<file path="src/hw/rtcc_pkg.sv">
// package of constants and types for the real-time counter/calendar
package rtcc_pkg;
  localparam int PRESC_W = 10;
  localparam int CNT_W = 32;
  localparam int HALF_W = 16;
  localparam int MODE_W = 2;
  localparam int EVENT_CONTROL_REGISTER_W = 16;
  localparam int CORR_W = 8;
  localparam logic [1:0] MODE_WIDE = 2'h0;
  localparam logic [1:0] MODE_HALF = 2'h1;
  localparam logic [1:0] MODE_CAL = 2'h2;
  // event control bit positions
  localparam int EV_OVF = 0;
  localparam int EV_CMP0 = 1;
  localparam int EV_CMP1 = 2;
  localparam int EV_PER = 8;
  localparam int EV_PER_N = 8;
  // calendar field limits
  localparam logic [5:0] SEC_MAX = 6'h3B;
  localparam logic [5:0] MIN_MAX = 6'h3B;
  localparam logic [4:0] HR24_MAX = 5'h17;
  localparam logic [4:0] HR12_MIN = 5'h01;
  localparam logic [4:0] HR12_MAX = 5'h0C;
  localparam logic [4:0] DAY_MIN = 5'h01;
  localparam logic [3:0] MON_MIN = 4'h1;
  localparam logic [3:0] MON_MAX = 4'hC;
  localparam logic [3:0] MON_FEB = 4'h2;
  localparam logic [5:0] YEAR_MAX = 6'h3F;
  localparam logic [1:0] LEAP_MASK = 2'h3;
  // calendar layout inside the 32-bit value
  localparam int SEC_LSB = 0;
  localparam int MIN_LSB = 6;
  localparam int HR_LSB = 12;
  localparam int PM_BIT = 16;
  localparam int DAY_LSB = 17;
  localparam int MON_LSB = 22;
  localparam int YEAR_LSB = 26;
  localparam logic [CNT_W-1:0] CAL_RESET = 32'h00420000;
  typedef enum logic [1:0] {EN_OFF, EN_ON, EN_DISABLING} rtcc_en_t;
endpackage : rtcc_pkg

</file>
<file path="src/hw/rtcc_counter.sv">
// real-time counter and calendar core with enable-protected configuration
`timescale 1ns/1ps
`default_nettype none
module rtcc_counter (
  input wire logic clock_i,
  input wire logic reset_i,
  input wire logic enable_i,
  input wire logic cfg_we_i,
  input wire logic [rtcc_pkg::MODE_W-1:0] mode_i,
  input wire logic [3:0] prescaler_i,
  input wire logic clear_on_match_i,
  input wire logic hour_format_select_i,
  input wire logic [rtcc_pkg::EVENT_CONTROL_REGISTER_W-1:0] event_control_register_i,
  input wire logic wp_lock_i,
  input wire logic debug_halt_i,
  input wire logic debugger_access_i,
  input wire logic [rtcc_pkg::CORR_W-1:0] corr_i,
  input wire logic corr_sign_i,
  input wire logic count_we_i,
  input wire logic [rtcc_pkg::CNT_W-1:0] count_wdata_i,
  input wire logic [rtcc_pkg::CNT_W-1:0] compare0_i,
  input wire logic [rtcc_pkg::HALF_W-1:0] compare1_i,
  output logic [rtcc_pkg::CNT_W-1:0] count_o,
  output logic [rtcc_pkg::MODE_W-1:0] mode_o,
  output logic [3:0] prescaler_o,
  output logic clear_on_match_o,
  output logic hour_format_select_o,
  output logic [rtcc_pkg::EVENT_CONTROL_REGISTER_W-1:0] event_control_register_o,
  output logic enabled_o,
  output logic sync_busy_o,
  output logic overflow_o,
  output logic match0_o,
  output logic match1_o,
  output logic [rtcc_pkg::EV_PER_N-1:0] periodic_o,
  output logic overflow_ev_o,
  output logic match0_ev_o,
  output logic match1_ev_o,
  output logic [rtcc_pkg::EV_PER_N-1:0] periodic_ev_o
);
  import rtcc_pkg::*;

  // ========================================
  // input synchronisers
  // ========================================
  logic [3:0] sync1_r;
  logic [3:0] sync2_r;
  always_ff @(posedge clock_i) begin
    if (reset_i) begin
      sync1_r <= '0;
      sync2_r <= '0;
    end else begin
      sync1_r <= {enable_i, debug_halt_i, debugger_access_i, wp_lock_i};
      sync2_r <= sync1_r;
    end
  end
  logic en_req;
  logic wp_active;
  assign en_req = sync2_r[3];
  assign wp_active = sync2_r[0] && !sync2_r[2] && !sync2_r[1];

  // ========================================
  // enable sequencing
  // ========================================
  rtcc_en_t en_state_r;
  always_ff @(posedge clock_i) begin
    if (reset_i) begin
      en_state_r <= EN_OFF;
    end else begin
      case (en_state_r)
        EN_OFF: if (en_req) en_state_r <= EN_ON;
        EN_ON: if (!en_req) en_state_r <= EN_DISABLING;
        EN_DISABLING: en_state_r <= EN_OFF;
        default: en_state_r <= EN_OFF;
      endcase
    end
  end
  logic running;
  assign running = (en_state_r == EN_ON);

  // ========================================
  // enable-protected configuration
  // ========================================
  logic [MODE_W-1:0] mode_r;
  logic [3:0] presc_r;
  logic clr_r;
  logic h12_r;
  logic [EVENT_CONTROL_REGISTER_W-1:0] evc_r;
  logic pend_r;
  // held write keeps the full four-bit prescaler select, not a truncated copy
  logic [MODE_W+4+2+EVENT_CONTROL_REGISTER_W-1:0] pend_data_r;
  logic [MODE_W+4+2+EVENT_CONTROL_REGISTER_W-1:0] wr_data;
  logic cfg_ok;
  assign wr_data = {mode_i, prescaler_i, clear_on_match_i, hour_format_select_i,
    event_control_register_i};
  assign cfg_ok = (en_state_r == EN_OFF) && !en_req && !wp_active;

  always_ff @(posedge clock_i) begin
    if (reset_i) begin
      pend_r <= 1'b0;
      pend_data_r <= '0;
    end else if (cfg_we_i && en_state_r == EN_DISABLING && !wp_active) begin
      pend_r <= 1'b1;
      pend_data_r <= wr_data;
    end else if (en_state_r == EN_OFF) begin
      pend_r <= 1'b0;
    end
  end

  always_ff @(posedge clock_i) begin
    if (reset_i) begin
      mode_r <= MODE_WIDE;
      presc_r <= '0;
      clr_r <= 1'b0;
      h12_r <= 1'b0;
      evc_r <= '0;
    end else if (cfg_we_i && cfg_ok) begin
      mode_r <= mode_i;
      presc_r <= prescaler_i;
      clr_r <= clear_on_match_i;
      h12_r <= hour_format_select_i;
      evc_r <= event_control_register_i;
    end else if (pend_r && en_state_r == EN_OFF) begin
      {mode_r, presc_r, clr_r, h12_r, evc_r} <= pend_data_r;
    end
  end

  // ========================================
  // prescaler
  // ========================================
  logic tick;
  logic [PRESC_W-1:0] taps;
  rtcc_prescaler #(.W(PRESC_W), .CW(CORR_W)) u_presc (
    .clock_i(clock_i),
    .reset_i(reset_i),
    .run_i(running),
    .div_sel_i(presc_r),
    .corr_i(corr_i),
    .corr_sign_i(corr_sign_i),
    .tick_o(tick),
    .taps_o(taps)
  );

  // ========================================
  // calendar next value
  // ========================================
  function automatic logic [4:0] days_in(input logic [3:0] mon, input logic [5:0] yr);
    logic [4:0] d;
    d = 5'h1F;
    case (mon)
      4'h4, 4'h6, 4'h9, 4'hB: d = 5'h1E;
      // leap years every fourth year
      MON_FEB: d = ((yr[1:0] & LEAP_MASK) == 2'h0) ? 5'h1D : 5'h1C;
      default: d = 5'h1F;
    endcase
    return d;
  endfunction : days_in

  logic [CNT_W-1:0] cnt_r;
  logic [CNT_W-1:0] cal_nxt;
  logic cal_wrap;
  always_comb begin
    logic [5:0] s;
    logic [5:0] mi;
    logic [4:0] h;
    logic pm;
    logic [4:0] d;
    logic [3:0] mo;
    logic [5:0] y;
    s = cnt_r[SEC_LSB +: 6];
    mi = cnt_r[MIN_LSB +: 6];
    // in 12-hour form the top hour bit is the afternoon flag
    h = h12_r ? {1'b0, cnt_r[HR_LSB +: 4]} : cnt_r[HR_LSB +: 5];
    pm = h12_r && cnt_r[PM_BIT];
    d = cnt_r[DAY_LSB +: 5];
    mo = cnt_r[MON_LSB +: 4];
    y = cnt_r[YEAR_LSB +: 6];
    cal_wrap = 1'b0;
    if (s != SEC_MAX) begin
      s = s + 6'h01;
    end else begin
      s = '0;
      if (mi != MIN_MAX) begin
        mi = mi + 6'h01;
      end else begin
        mi = '0;
        if (h12_r ? (h == HR12_MAX - 5'h01 && pm) : (h == HR24_MAX)) begin
          h = h12_r ? HR12_MAX : '0;
          pm = 1'b0;
          if (d != days_in(mo, y)) begin
            d = d + 5'h01;
          end else begin
            d = DAY_MIN;
            if (mo != MON_MAX) begin
              mo = mo + 4'h1;
            end else begin
              mo = MON_MIN;
              cal_wrap = (y == YEAR_MAX);
              y = y + 6'h01;
            end
          end
        end else if (h12_r && h == HR12_MAX) begin
          h = HR12_MIN;
        end else if (h12_r && h == HR12_MAX - 5'h01) begin
          h = HR12_MAX;
          pm = 1'b1;
        end else begin
          h = h + 5'h01;
        end
      end
    end
    cal_nxt = {y, mo, d, (h12_r ? pm : h[4]), h[3:0], mi, s};
  end

  // ========================================
  // compare and counter
  // ========================================
  logic m0;
  logic m1;
  // one wide or two half compares
  always_comb begin
    case (mode_r)
      MODE_HALF: begin
        m0 = cnt_r[HALF_W-1:0] == compare0_i[HALF_W-1:0];
        m1 = cnt_r[HALF_W-1:0] == compare1_i;
      end
      default: begin
        m0 = cnt_r == compare0_i;
        m1 = 1'b0;
      end
    endcase
  end

  logic ovf;
  logic [CNT_W-1:0] cnt_nxt;
  always_comb begin
    ovf = 1'b0;
    cnt_nxt = cnt_r;
    case (mode_r)
      MODE_HALF: begin
        ovf = &cnt_r[HALF_W-1:0];
        cnt_nxt = {{(CNT_W-HALF_W){1'b0}}, cnt_r[HALF_W-1:0] + 16'h0001};
      end
      MODE_CAL: begin
        ovf = cal_wrap;
        cnt_nxt = cal_nxt;
      end
      default: begin
        ovf = &cnt_r;
        cnt_nxt = cnt_r + 32'h00000001;
      end
    endcase
    if (clr_r && m0) begin
      cnt_nxt = (mode_r == MODE_CAL) ? CAL_RESET : '0;
    end
  end

  always_ff @(posedge clock_i) begin
    if (reset_i) begin
      cnt_r <= '0;
    end else if (count_we_i) begin
      cnt_r <= count_wdata_i;
    end else if (running && tick) begin
      // advance per tick only when running
      cnt_r <= cnt_nxt;
    end
  end

  // ========================================
  // flags and events
  // ========================================
  logic fire;
  assign fire = running && tick;
  always_ff @(posedge clock_i) begin
    if (reset_i) begin
      overflow_o <= 1'b0;
      match0_o <= 1'b0;
      match1_o <= 1'b0;
      periodic_o <= '0;
      overflow_ev_o <= 1'b0;
      match0_ev_o <= 1'b0;
      match1_ev_o <= 1'b0;
      periodic_ev_o <= '0;
    end else begin
      overflow_o <= fire && ovf && !(clr_r && m0);
      match0_o <= fire && m0;
      match1_o <= fire && m1;
      periodic_o <= running ? taps[EV_PER_N-1:0] : '0;
      overflow_ev_o <= fire && ovf && !(clr_r && m0) && evc_r[EV_OVF];
      match0_ev_o <= fire && m0 && evc_r[EV_CMP0];
      match1_ev_o <= fire && m1 && evc_r[EV_CMP1];
      periodic_ev_o <= running ? (taps[EV_PER_N-1:0] & evc_r[EV_PER +: EV_PER_N]) : '0;
    end
  end

  always_ff @(posedge clock_i) begin
    if (reset_i) begin
      count_o <= '0;
      mode_o <= MODE_WIDE;
      prescaler_o <= '0;
      clear_on_match_o <= 1'b0;
      hour_format_select_o <= 1'b0;
      event_control_register_o <= '0;
      enabled_o <= 1'b0;
      sync_busy_o <= 1'b0;
    end else begin
      count_o <= cnt_r;
      mode_o <= mode_r;
      prescaler_o <= presc_r;
      clear_on_match_o <= clr_r;
      hour_format_select_o <= h12_r;
      event_control_register_o <= evc_r;
      enabled_o <= running;
      sync_busy_o <= (en_state_r == EN_DISABLING) || pend_r || (en_req != running);
    end
  end
endmodule : rtcc_counter
`default_nettype wire

</file>
<file path="src/hw/rtcc_prescaler.sv">
// 10-bit prescaler with digital rate correction
`timescale 1ns/1ps
`default_nettype none
module rtcc_prescaler #(
  parameter int W = rtcc_pkg::PRESC_W,
  parameter int CW = rtcc_pkg::CORR_W
) (
  input wire logic clock_i,
  input wire logic reset_i,
  input wire logic run_i,
  input wire logic [3:0] div_sel_i,
  input wire logic [CW-1:0] corr_i,
  input wire logic corr_sign_i,
  output logic tick_o,
  output logic [W-1:0] taps_o
);
  logic [W-1:0] div_r;
  logic [W-1:0] last_r;
  logic [CW-1:0] corr_acc_r;
  logic [CW:0] acc_sum;
  logic [W-1:0] rise;
  logic base_tick;

  assign acc_sum = {1'b0, corr_acc_r} + {1'b0, corr_i};
  assign rise = div_r & ~last_r;
  assign base_tick = (div_sel_i == 4'h0) ? 1'b1 : rise[div_sel_i - 4'h1];

  always_ff @(posedge clock_i) begin
    if (reset_i || !run_i) begin
      div_r <= '0;
      last_r <= '0;
    end else begin
      div_r <= div_r + 1'b1;
      last_r <= div_r;
    end
  end

  // correction drops one whole tick per accumulator wrap, or with corr_sign_i set and div_sel_i above 1 adds ticks on rise[0]
  always_ff @(posedge clock_i) begin
    if (reset_i || !run_i) begin
      corr_acc_r <= '0;
      tick_o <= 1'b0;
      taps_o <= '0;
    end else begin
      taps_o <= rise;
      if (base_tick) begin
        corr_acc_r <= acc_sum[CW-1:0];
        if (acc_sum[CW] && !corr_sign_i) begin
          tick_o <= 1'b0;
        end else begin
          tick_o <= 1'b1;
        end
      end else begin
        tick_o <= corr_sign_i && acc_sum[CW] && rise[0] && div_sel_i > 4'h1;
      end
    end
  end
endmodule : rtcc_prescaler
`default_nettype wire

</file>
<file path="config.mk">
export PLATFORM = sky130hd
export DESIGN_NAME = rtcc_counter
export DESIGN_NICKNAME = d
export VERILOG_FILES = /design/src/hw/rtcc_pkg.sv /design/src/hw/rtcc_counter.sv /design/src/hw/rtcc_prescaler.sv
export SDC_FILE = /design/constraint.sdc
export NUM_CORES = 1
export LEC_CHECK = 0
export ABC_AREA = 1
export BUFFER_PORTS_ARGS = -buffer_cell sky130_fd_sc_hd__buf_2
export CAP_MARGIN = 20
export CORE_AREA = 2 2 186 188
export DETAILED_ROUTE_END_ITERATION = 6
export DIE_AREA = 0 0 188 190
export GPL_TIMING_DRIVEN = 0
export HOLD_SLACK_MARGIN = 0.1
export PLACE_DENSITY = 0.56
export REMOVE_ABC_BUFFERS = 1
export SLEW_MARGIN = 20
export SYNTH_ARGS = -nofsm -noshare
export SYNTH_HDL_FRONTEND = slang
export SYNTH_SLANG_ARGS = --single-unit
</file>
<file path="constraint.sdc">
create_clock -name clock_i -period 2.78 [get_ports clock_i]
set_clock_uncertainty 0.15 [all_clocks]
set_input_delay 0 -clock clock_i [delete_from_list [all_inputs] [get_ports clock_i]]
set_output_delay 0 -clock clock_i [all_outputs]
set_load 0.1 [all_outputs]
</file>
==> results.cfg, run 1 <==
[power_and_ir_drop]
finalPower_mw = 7.72
vdd_drop_max_mv = 0.469
p_leak_nw = 6.27
powerDensity_nw_per_um2 = 557

[floorplan]
core-area_um2 = 33900
die_h_um = 190
initial_core_util_pct = 29.4
ios = 201
dieArea_um2 = 35700
fp.dieW_um = 188
rows = 68

[drt]
post_drt_wl_per_cell_um = 14.7
vias = 10400
vias_per_cell = 4.64
routed_wl_um = 32900
drt_iter0_drc = 549
firstDrtPassIters = 5
ant_nets = 0
drc = 0

[placement]
portBuffers = 200
place_area_um2 = 11400
dp.cells = 2030
gp_congestion = 0.894
dp_hpwl_um = 23100

[grt]
antenna_found_initial = 1
grt_pass1_vias = 10200
overflow = 0
grt_pass1_wl_um = 52100
grt_max_degree = 55
grt_use_total_pct = 18.0

[yosys]
synth_area_um2 = 9960
yosys_warnings = 0
syn-instance-count = 1430
ys_ff_latch = 208
ys_types = 44
syn_area_per_cell_um2 = 6.97
seq_area_frac_synth_pct = 41.8

[worst_setup_path]
cp_slowest_cell = dfxtp_1
cp.arrival_ns = 2.87
crit_top_cell = nor2_1
critPathRequiredTime_ns = 3.04
rrSetupSlack_ns = 0.18
start_kind = flop
cp-end-kind = flop
crit_fanout = 8
slowest_delay_ns = 0.54
crit_type = flop to flop
cp_cell_sequence = ha_1 -> nand3_1 -> nor2_2 -> nand2_1 -> nand2_1 -> nor2_1 -> o211ai_2 -> nand3_2 -> nor2_1 -> nor2_1

[timing]
fin_crit_ns = 2.60
rsz0062_at_grt = no
tightest_slew_ns = 1.08
tns_ns = 0
finalHoldViolations = 0
max_slew_margin_pct = 27.7
period_share_pct = 93.6
fmax_mhz = 384
slew_violations = 0
setup_viol = 0

[layout]
drive_gt1_share_pct = 17.4
synthToLayoutAreaGrowth_pct = 39.0
final_cell_area_um2 = 13900
nets = 1907
fin_cells = 2234

[clock_network]
numCtsBuffers = 25
clkLatencyLatePin_ns = 0.53
cts_tree = built
cts-root-buf = clkbuf_16
cts_num_sinks = 208
clock_path_buffers = 3
clkTransAtPathRegs_ns = 0.06
htreeDepth = 1

[run_status]
status = finished, final reports clean

[run]
drv_cap = 0

[min_path]
hp-class = input pin to flop
## synth_stat cells
cell       number  area, um^2
a211oi_1        3        22.5
a21oi_1        75         375
a21oi_4         1        16.3
a221oi_1       29         254
a31oi_1         9        56.3
a32oi_1         1        8.76
a41oi_1         1        8.76
and3_1          2        12.5
buf_1           2        7.51
buf_2          10        50.1
buf_4           4        30.0
buf_6           4        45.0
clkbuf_1       39         146
clkinv_1        1        3.75
dfxtp_1       208        4160
fa_1            1        20.0
ha_1           24         300
inv_1         175         657
inv_2          10        37.5
nand2_1       283        1060
nand2_2         1        6.26
nand2_4         1        11.3
nand3_1        58         290
nand3_2         4        40.0
nand3_4         1        17.5
nand3b_1        1        7.51
nand4_1        18         113
nor2_1        257         965
nor2_2          3        18.8
nor3_1         41         205
nor3_2          1        10.0
nor3b_1         1        7.51
nor4_1          5        31.3
o2111ai_1       2        17.5
o211ai_1        4        30.0
o211ai_2        1        12.5
o21ai_0        97         485
o21ai_1         2        10.0
o221ai_1        1        8.76
o22ai_1         7        43.8
or2_2           5        31.3
or3b_2          1        8.76
xnor2_1        18         158
xor2_1         18         158
## worst max-delay path: cells and delay by family, from the launching register on
family,cells,cell delay [ns]
adders and majority gates,1,0.28
and+or+nand+nor,8,1.08
DFF,1,0.54
AOI/OAI and AO/OA,1,0.44
## stage by stage
stage	hold WS, ns	setup slack (ns)	utilization (%)
after detailed placement	0.0616	-0.503	33.6
after global placement	0.0582	-1.51	33.2
after floorplan	-0.0809	0.402	-
after global routing	0.227	0.00434	40.8
after CTS	0.199	0.00369	40.6
final	0.237	0.177	40.8
## registers in the layout (all words and copies together) (netlist names), 4 cells and up
signal	count
cnt_r	32
count_o	32
evc_r	16
event_control_register_o	16
pend_data_r	24
periodic_ev_o	8
periodic_o	8
presc_r	4
prescaler_o	4
sync1_r	4
sync2_r	4
u_presc.corr_acc_r	8
u_presc.div_r	10
u_presc.last_r	10
u_presc.taps_o	8
## metal layers
metal  global-route usage (%)  wire (um)  vias up
met3                     3.14       1910       63
met5                        0          0        -
li1                         -          -     5271
met4                     6.51       1060        0
met1                     22.1      14300     4726
met2                     31.7      15600      305
## where the power goes
part / internal [mW] / total [mW] / leakage, nW / switching, mW
registers: 3.10 / 3.22 / 1.70 / 0.123
clock network: 1.83 / 3.12 / 0.393 / 1.29
logic: 0.488 / 1.37 / 4.18 / 0.885
total: 5.41 / 7.72 / 6.27 / 2.30
## cell type report
type                            count  area (um^2)
Multi-Input combinational cell    978         4910
Clock inverter                     12          100
Antenna cell                        1         2.50
Clock buffer                       32          682
Sequential cell                   208         4180
Tap cell                          455          569
Timing Repair Buffer              362         2700
Inverter                          186          709
Fill cell                        3561        20100
## placed cells by master, fill, tap and decap left out, types with 3 or more instances in the layout
cell / synthesis / routed
nand2_1: 283 / 280
nor2_1: 257 / 253
buf_2: 10 / 199
dfxtp_1: 208 / 195
inv_1: 175 / 170
dlygate4sd3_1: 0 / 156
o21ai_0: 97 / 95
a21oi_1: 75 / 74
nand3_1: 58 / 57
nor3_1: 41 / 41
a221oi_1: 29 / 29
clkbuf_16: 0 / 25
ha_1: 24 / 22
nand4_1: 18 / 18
xor2_1: 18 / 18
xnor2_1: 18 / 18
dfxtp_2: 0 / 13
inv_2: 10 / 12
a31oi_1: 9 / 8
o22ai_1: 7 / 7
clkinv_2: 0 / 7
or2_2: 5 / 5
nor2_2: 3 / 5
nand3_2: 4 / 4
nor4_1: 5 / 4
o211ai_1: 4 / 4
clkbuf_1: 39 / 4
inv_4: 0 / 3
nand2_2: 1 / 3
o21ai_1: 2 / 3
a211oi_1: 3 / 3
clkbuf_8: 0 / 3
buf_16: 0 / 3
## repair_timing
item | in CTS | in global routing
pin swaps | 1 | 1
hold buffers | 156 | 0
endpoints found under the setup margin | 33 | 38
cloned | 1 | 0
resized for setup | 7 | 31
setup buffers | 1 | 1
hold endpoints to repair | 161 | 0
## path summary, 6_finish.rpt
kind / start / to / depth (start not counted)
hold reg to reg: sync1_r[0] / sync2_r[0] / 2
setup reg to reg: cnt_r[13] / cnt_r[22] / 10
hold / removal: event_control_register_i[3] / evc_r[3] / 6
setup / recovery: cnt_r[13] / cnt_r[22] / 10
## cell families after synthesis
group / count (synthesis) / share of synthesized area (%)
AOI/OAI and AO/OA: 233 / 13.5
xor gates and xnor gates: 36 / 3.16
adders and majority gates: 25 / 3.21
buffers and inverters: 245 / 9.81
DFF: 208 / 41.8
and+or+nand+nor: 683 / 28.5
(Power assumes the default switching activity.)
==> run 2: changes to the inputs <==
==> constraint.sdc (replaced) <==
create_clock -name clock_i -period 2.78 [get_ports clock_i]
set_clock_uncertainty 0.15 [all_clocks]
set_input_delay 0.556 -clock clock_i [delete_from_list [all_inputs] [get_ports clock_i]]
set_output_delay 0.556 -clock clock_i [all_outputs]
set_load 0.1 [all_outputs]
==> run 2 against run 1 <==
  * Utilization is 4.5 points lower
  * Die area stayed put
  * Largest cell class unchanged
  * Critical endpoint unchanged
  * Hold slack worse by 0.096 ns
  * Via count is 6.6% lower
  * Clock-buffer cell count stayed put
==> results.cfg, run 2 (synthesis gave the netlist of run 1 again) <==
[grt]
grt_pass1_vias = 9260
grt_max_degree = 55
overflow = 0
antenna_found_initial = 1
grt_pass1_wl_um = 49400
grt_use_total_pct = 17.2

[timing]
max_slew_margin_pct = 26.7
tns_ns = 0
fmax_mhz = 388
rsz0062_at_grt = no
fin_crit_ns = 2.58
finalHoldViolations = 0
period_share_pct = 92.8
slew_violations = 0
setup_viol = 0
tightest_slew_ns = 1.10

[power_and_ir_drop]
p_sw_mw = 2.27
p_sw_share_pct = 30.0
power_frac_clock_pct = 41.3
internal-power_mw = 5.29
powerDensity_nw_per_um2 = 614
p_leak_nw = 5.60
vdd_drop_max_mv = 0.454
combPwrFrac_pct = 16.1
p_seq_share_pct = 42.6

[worst_setup_path]
cp_cell_sequence = ha_1 -> nand3_1 -> nor2_2 -> nand2_1 -> nand2_1 -> nor2_1 -> o211ai_2 -> nand3_2 -> nor2_1 -> nor2_1
cp-end-kind = flop
path_delay_family = simple AND/OR/NAND/NOR gates
start_kind = flop
cp_slowest_cell = dfxtp_1
ff2ff_path_depth = 10
cp.depth = 10
cp.buffers_inverters = 0
slowest_delay_ns = 0.55
crit_type = flop to flop
crit_top_cell = nor2_1
cp.arrival_ns = 2.84
critPathRequiredTime_ns = 3.04
crit_fanout = 8

[drt]
routed_wl_um = 31400
ant_nets = 0
firstDrtPassIters = 5
post_drt_wl_per_cell_um = 15.1
drc = 0
drt_iter0_drc = 528
vias_per_cell = 4.65
vias = 9686

[floorplan]
die_h_um = 190
initial_core_util_pct = 29.4
rows = 68
fp.dieW_um = 188
ios = 201
dieArea_um2 = 35700
core-area_um2 = 33900

[layout]
fin_util_pct = 36.3
final_common_cell = nand2_1
final_cell_mix = nand2_1, nor2_1, dfxtp_1, buf_2, inv_1
drive_gt1_share_pct = 18.5
nets = 1755
diodes = 0
reg_top3 = cnt_r: 32 flops, count_o: 32 flops, pend_data_r: 24 flops
synthToLayoutAreaGrowth_pct = 23.5

[run_status]
status = finished, final reports clean

[clock_network]
cts_num_sinks = 208
clkLatencyLatePin_ns = 0.53
clkTransAtPathRegs_ns = 0.06
cts_tree = built
numCtsBuffers = 25
htreeDepth = 1
clock_path_buffers = 3
cts-root-buf = clkbuf_16

[min_path]
hold_path_depth = 3
hp-class = input pin to flop

[run]
drv_cap = 0

[placement]
gp_congestion = 0.894
portBuffers = 200
dp_hpwl_um = 23100
run 2: cell count changes in the layout (fill, tap and decap cells not counted), sizes merged:
cell,delta
diode,-1
dlygate4sd3,-152
run 2: worst paths after layout:
kind,startpoint,end,slack [ns]
min reg2reg,sync1_r[0],sync2_r[0],0.25
max reg2reg,cnt_r[13],cnt_r[22],0.20
min,prescaler_i[0],pend_data_r[18],0.14
max,cnt_r[13],cnt_r[22],0.20
run 2: layout make-up:
| cell class | count | area, um^2 |
|---|---|---|
| clock buffer | 32 | 682 |
| clock inverter | 12 | 100 |
| fill | 3683 | 21600 |
| inverter | 186 | 704 |
| multi-input combinational | 978 | 4900 |
| sequential | 208 | 4180 |
| tap | 455 | 569 |
| timing repair buffer | 210 | 1180 |
run 2: through the flow:
stage                     setup WS (ns)  cell area [um^2]  std cells  power (mW)  hold slack (ns)
final                             0.201             12300       2081        7.56            0.140
after global routing            0.00700             12300       2081        7.96            0.122
after CTS                       0.00190             12300       2080        7.68            0.104
after detailed placement          -1.06             11400       2030        4.49            0.243
after global placement            -2.06             11300       2026        4.46            0.244
after floorplan                   0.318              9690       1371        4.08            0.238
run 2: power by group through the flow:
stage / Clock (mW) / Sequential (mW) / Combinational [mW]
after floorplan: 0 / 3.53 / 0.553
after global placement: 0 / 3.28 / 1.17
after detailed placement: 0 / 3.28 / 1.20
after CTS: 3.24 / 3.22 / 1.22
after global routing: 3.37 / 3.24 / 1.35
final: 3.12 / 3.22 / 1.22
run 2: worst register-to-register path, delay by kind of cell, from the launching register on:
family	cells	cell delay [ns]
DFF	1	0.55
adders and majority gates	1	0.29
and+or+nand+nor	8	1.08
AOI/OAI and AO/OA	1	0.41
run 2: metal layers:
layer	wire (um)	GRT usage, %	vias to the layer above
met5	13	0	-
met4	855	5.36	2
met3	1980	3.25	49
met2	14800	30.0	269
met1	13800	21.5	4399
li1	-	-	4967
run 2: repair_timing:
item / in CTS / in global routing
hold endpoints to repair: 4 / 0
gates cloned: 1 / 0
hold buffers: 4 / 0
pin swaps: 1 / 0
endpoints found under the setup margin: 33 / 36
buffers inserted: 1 / 1
gates resized for setup: 6 / 19
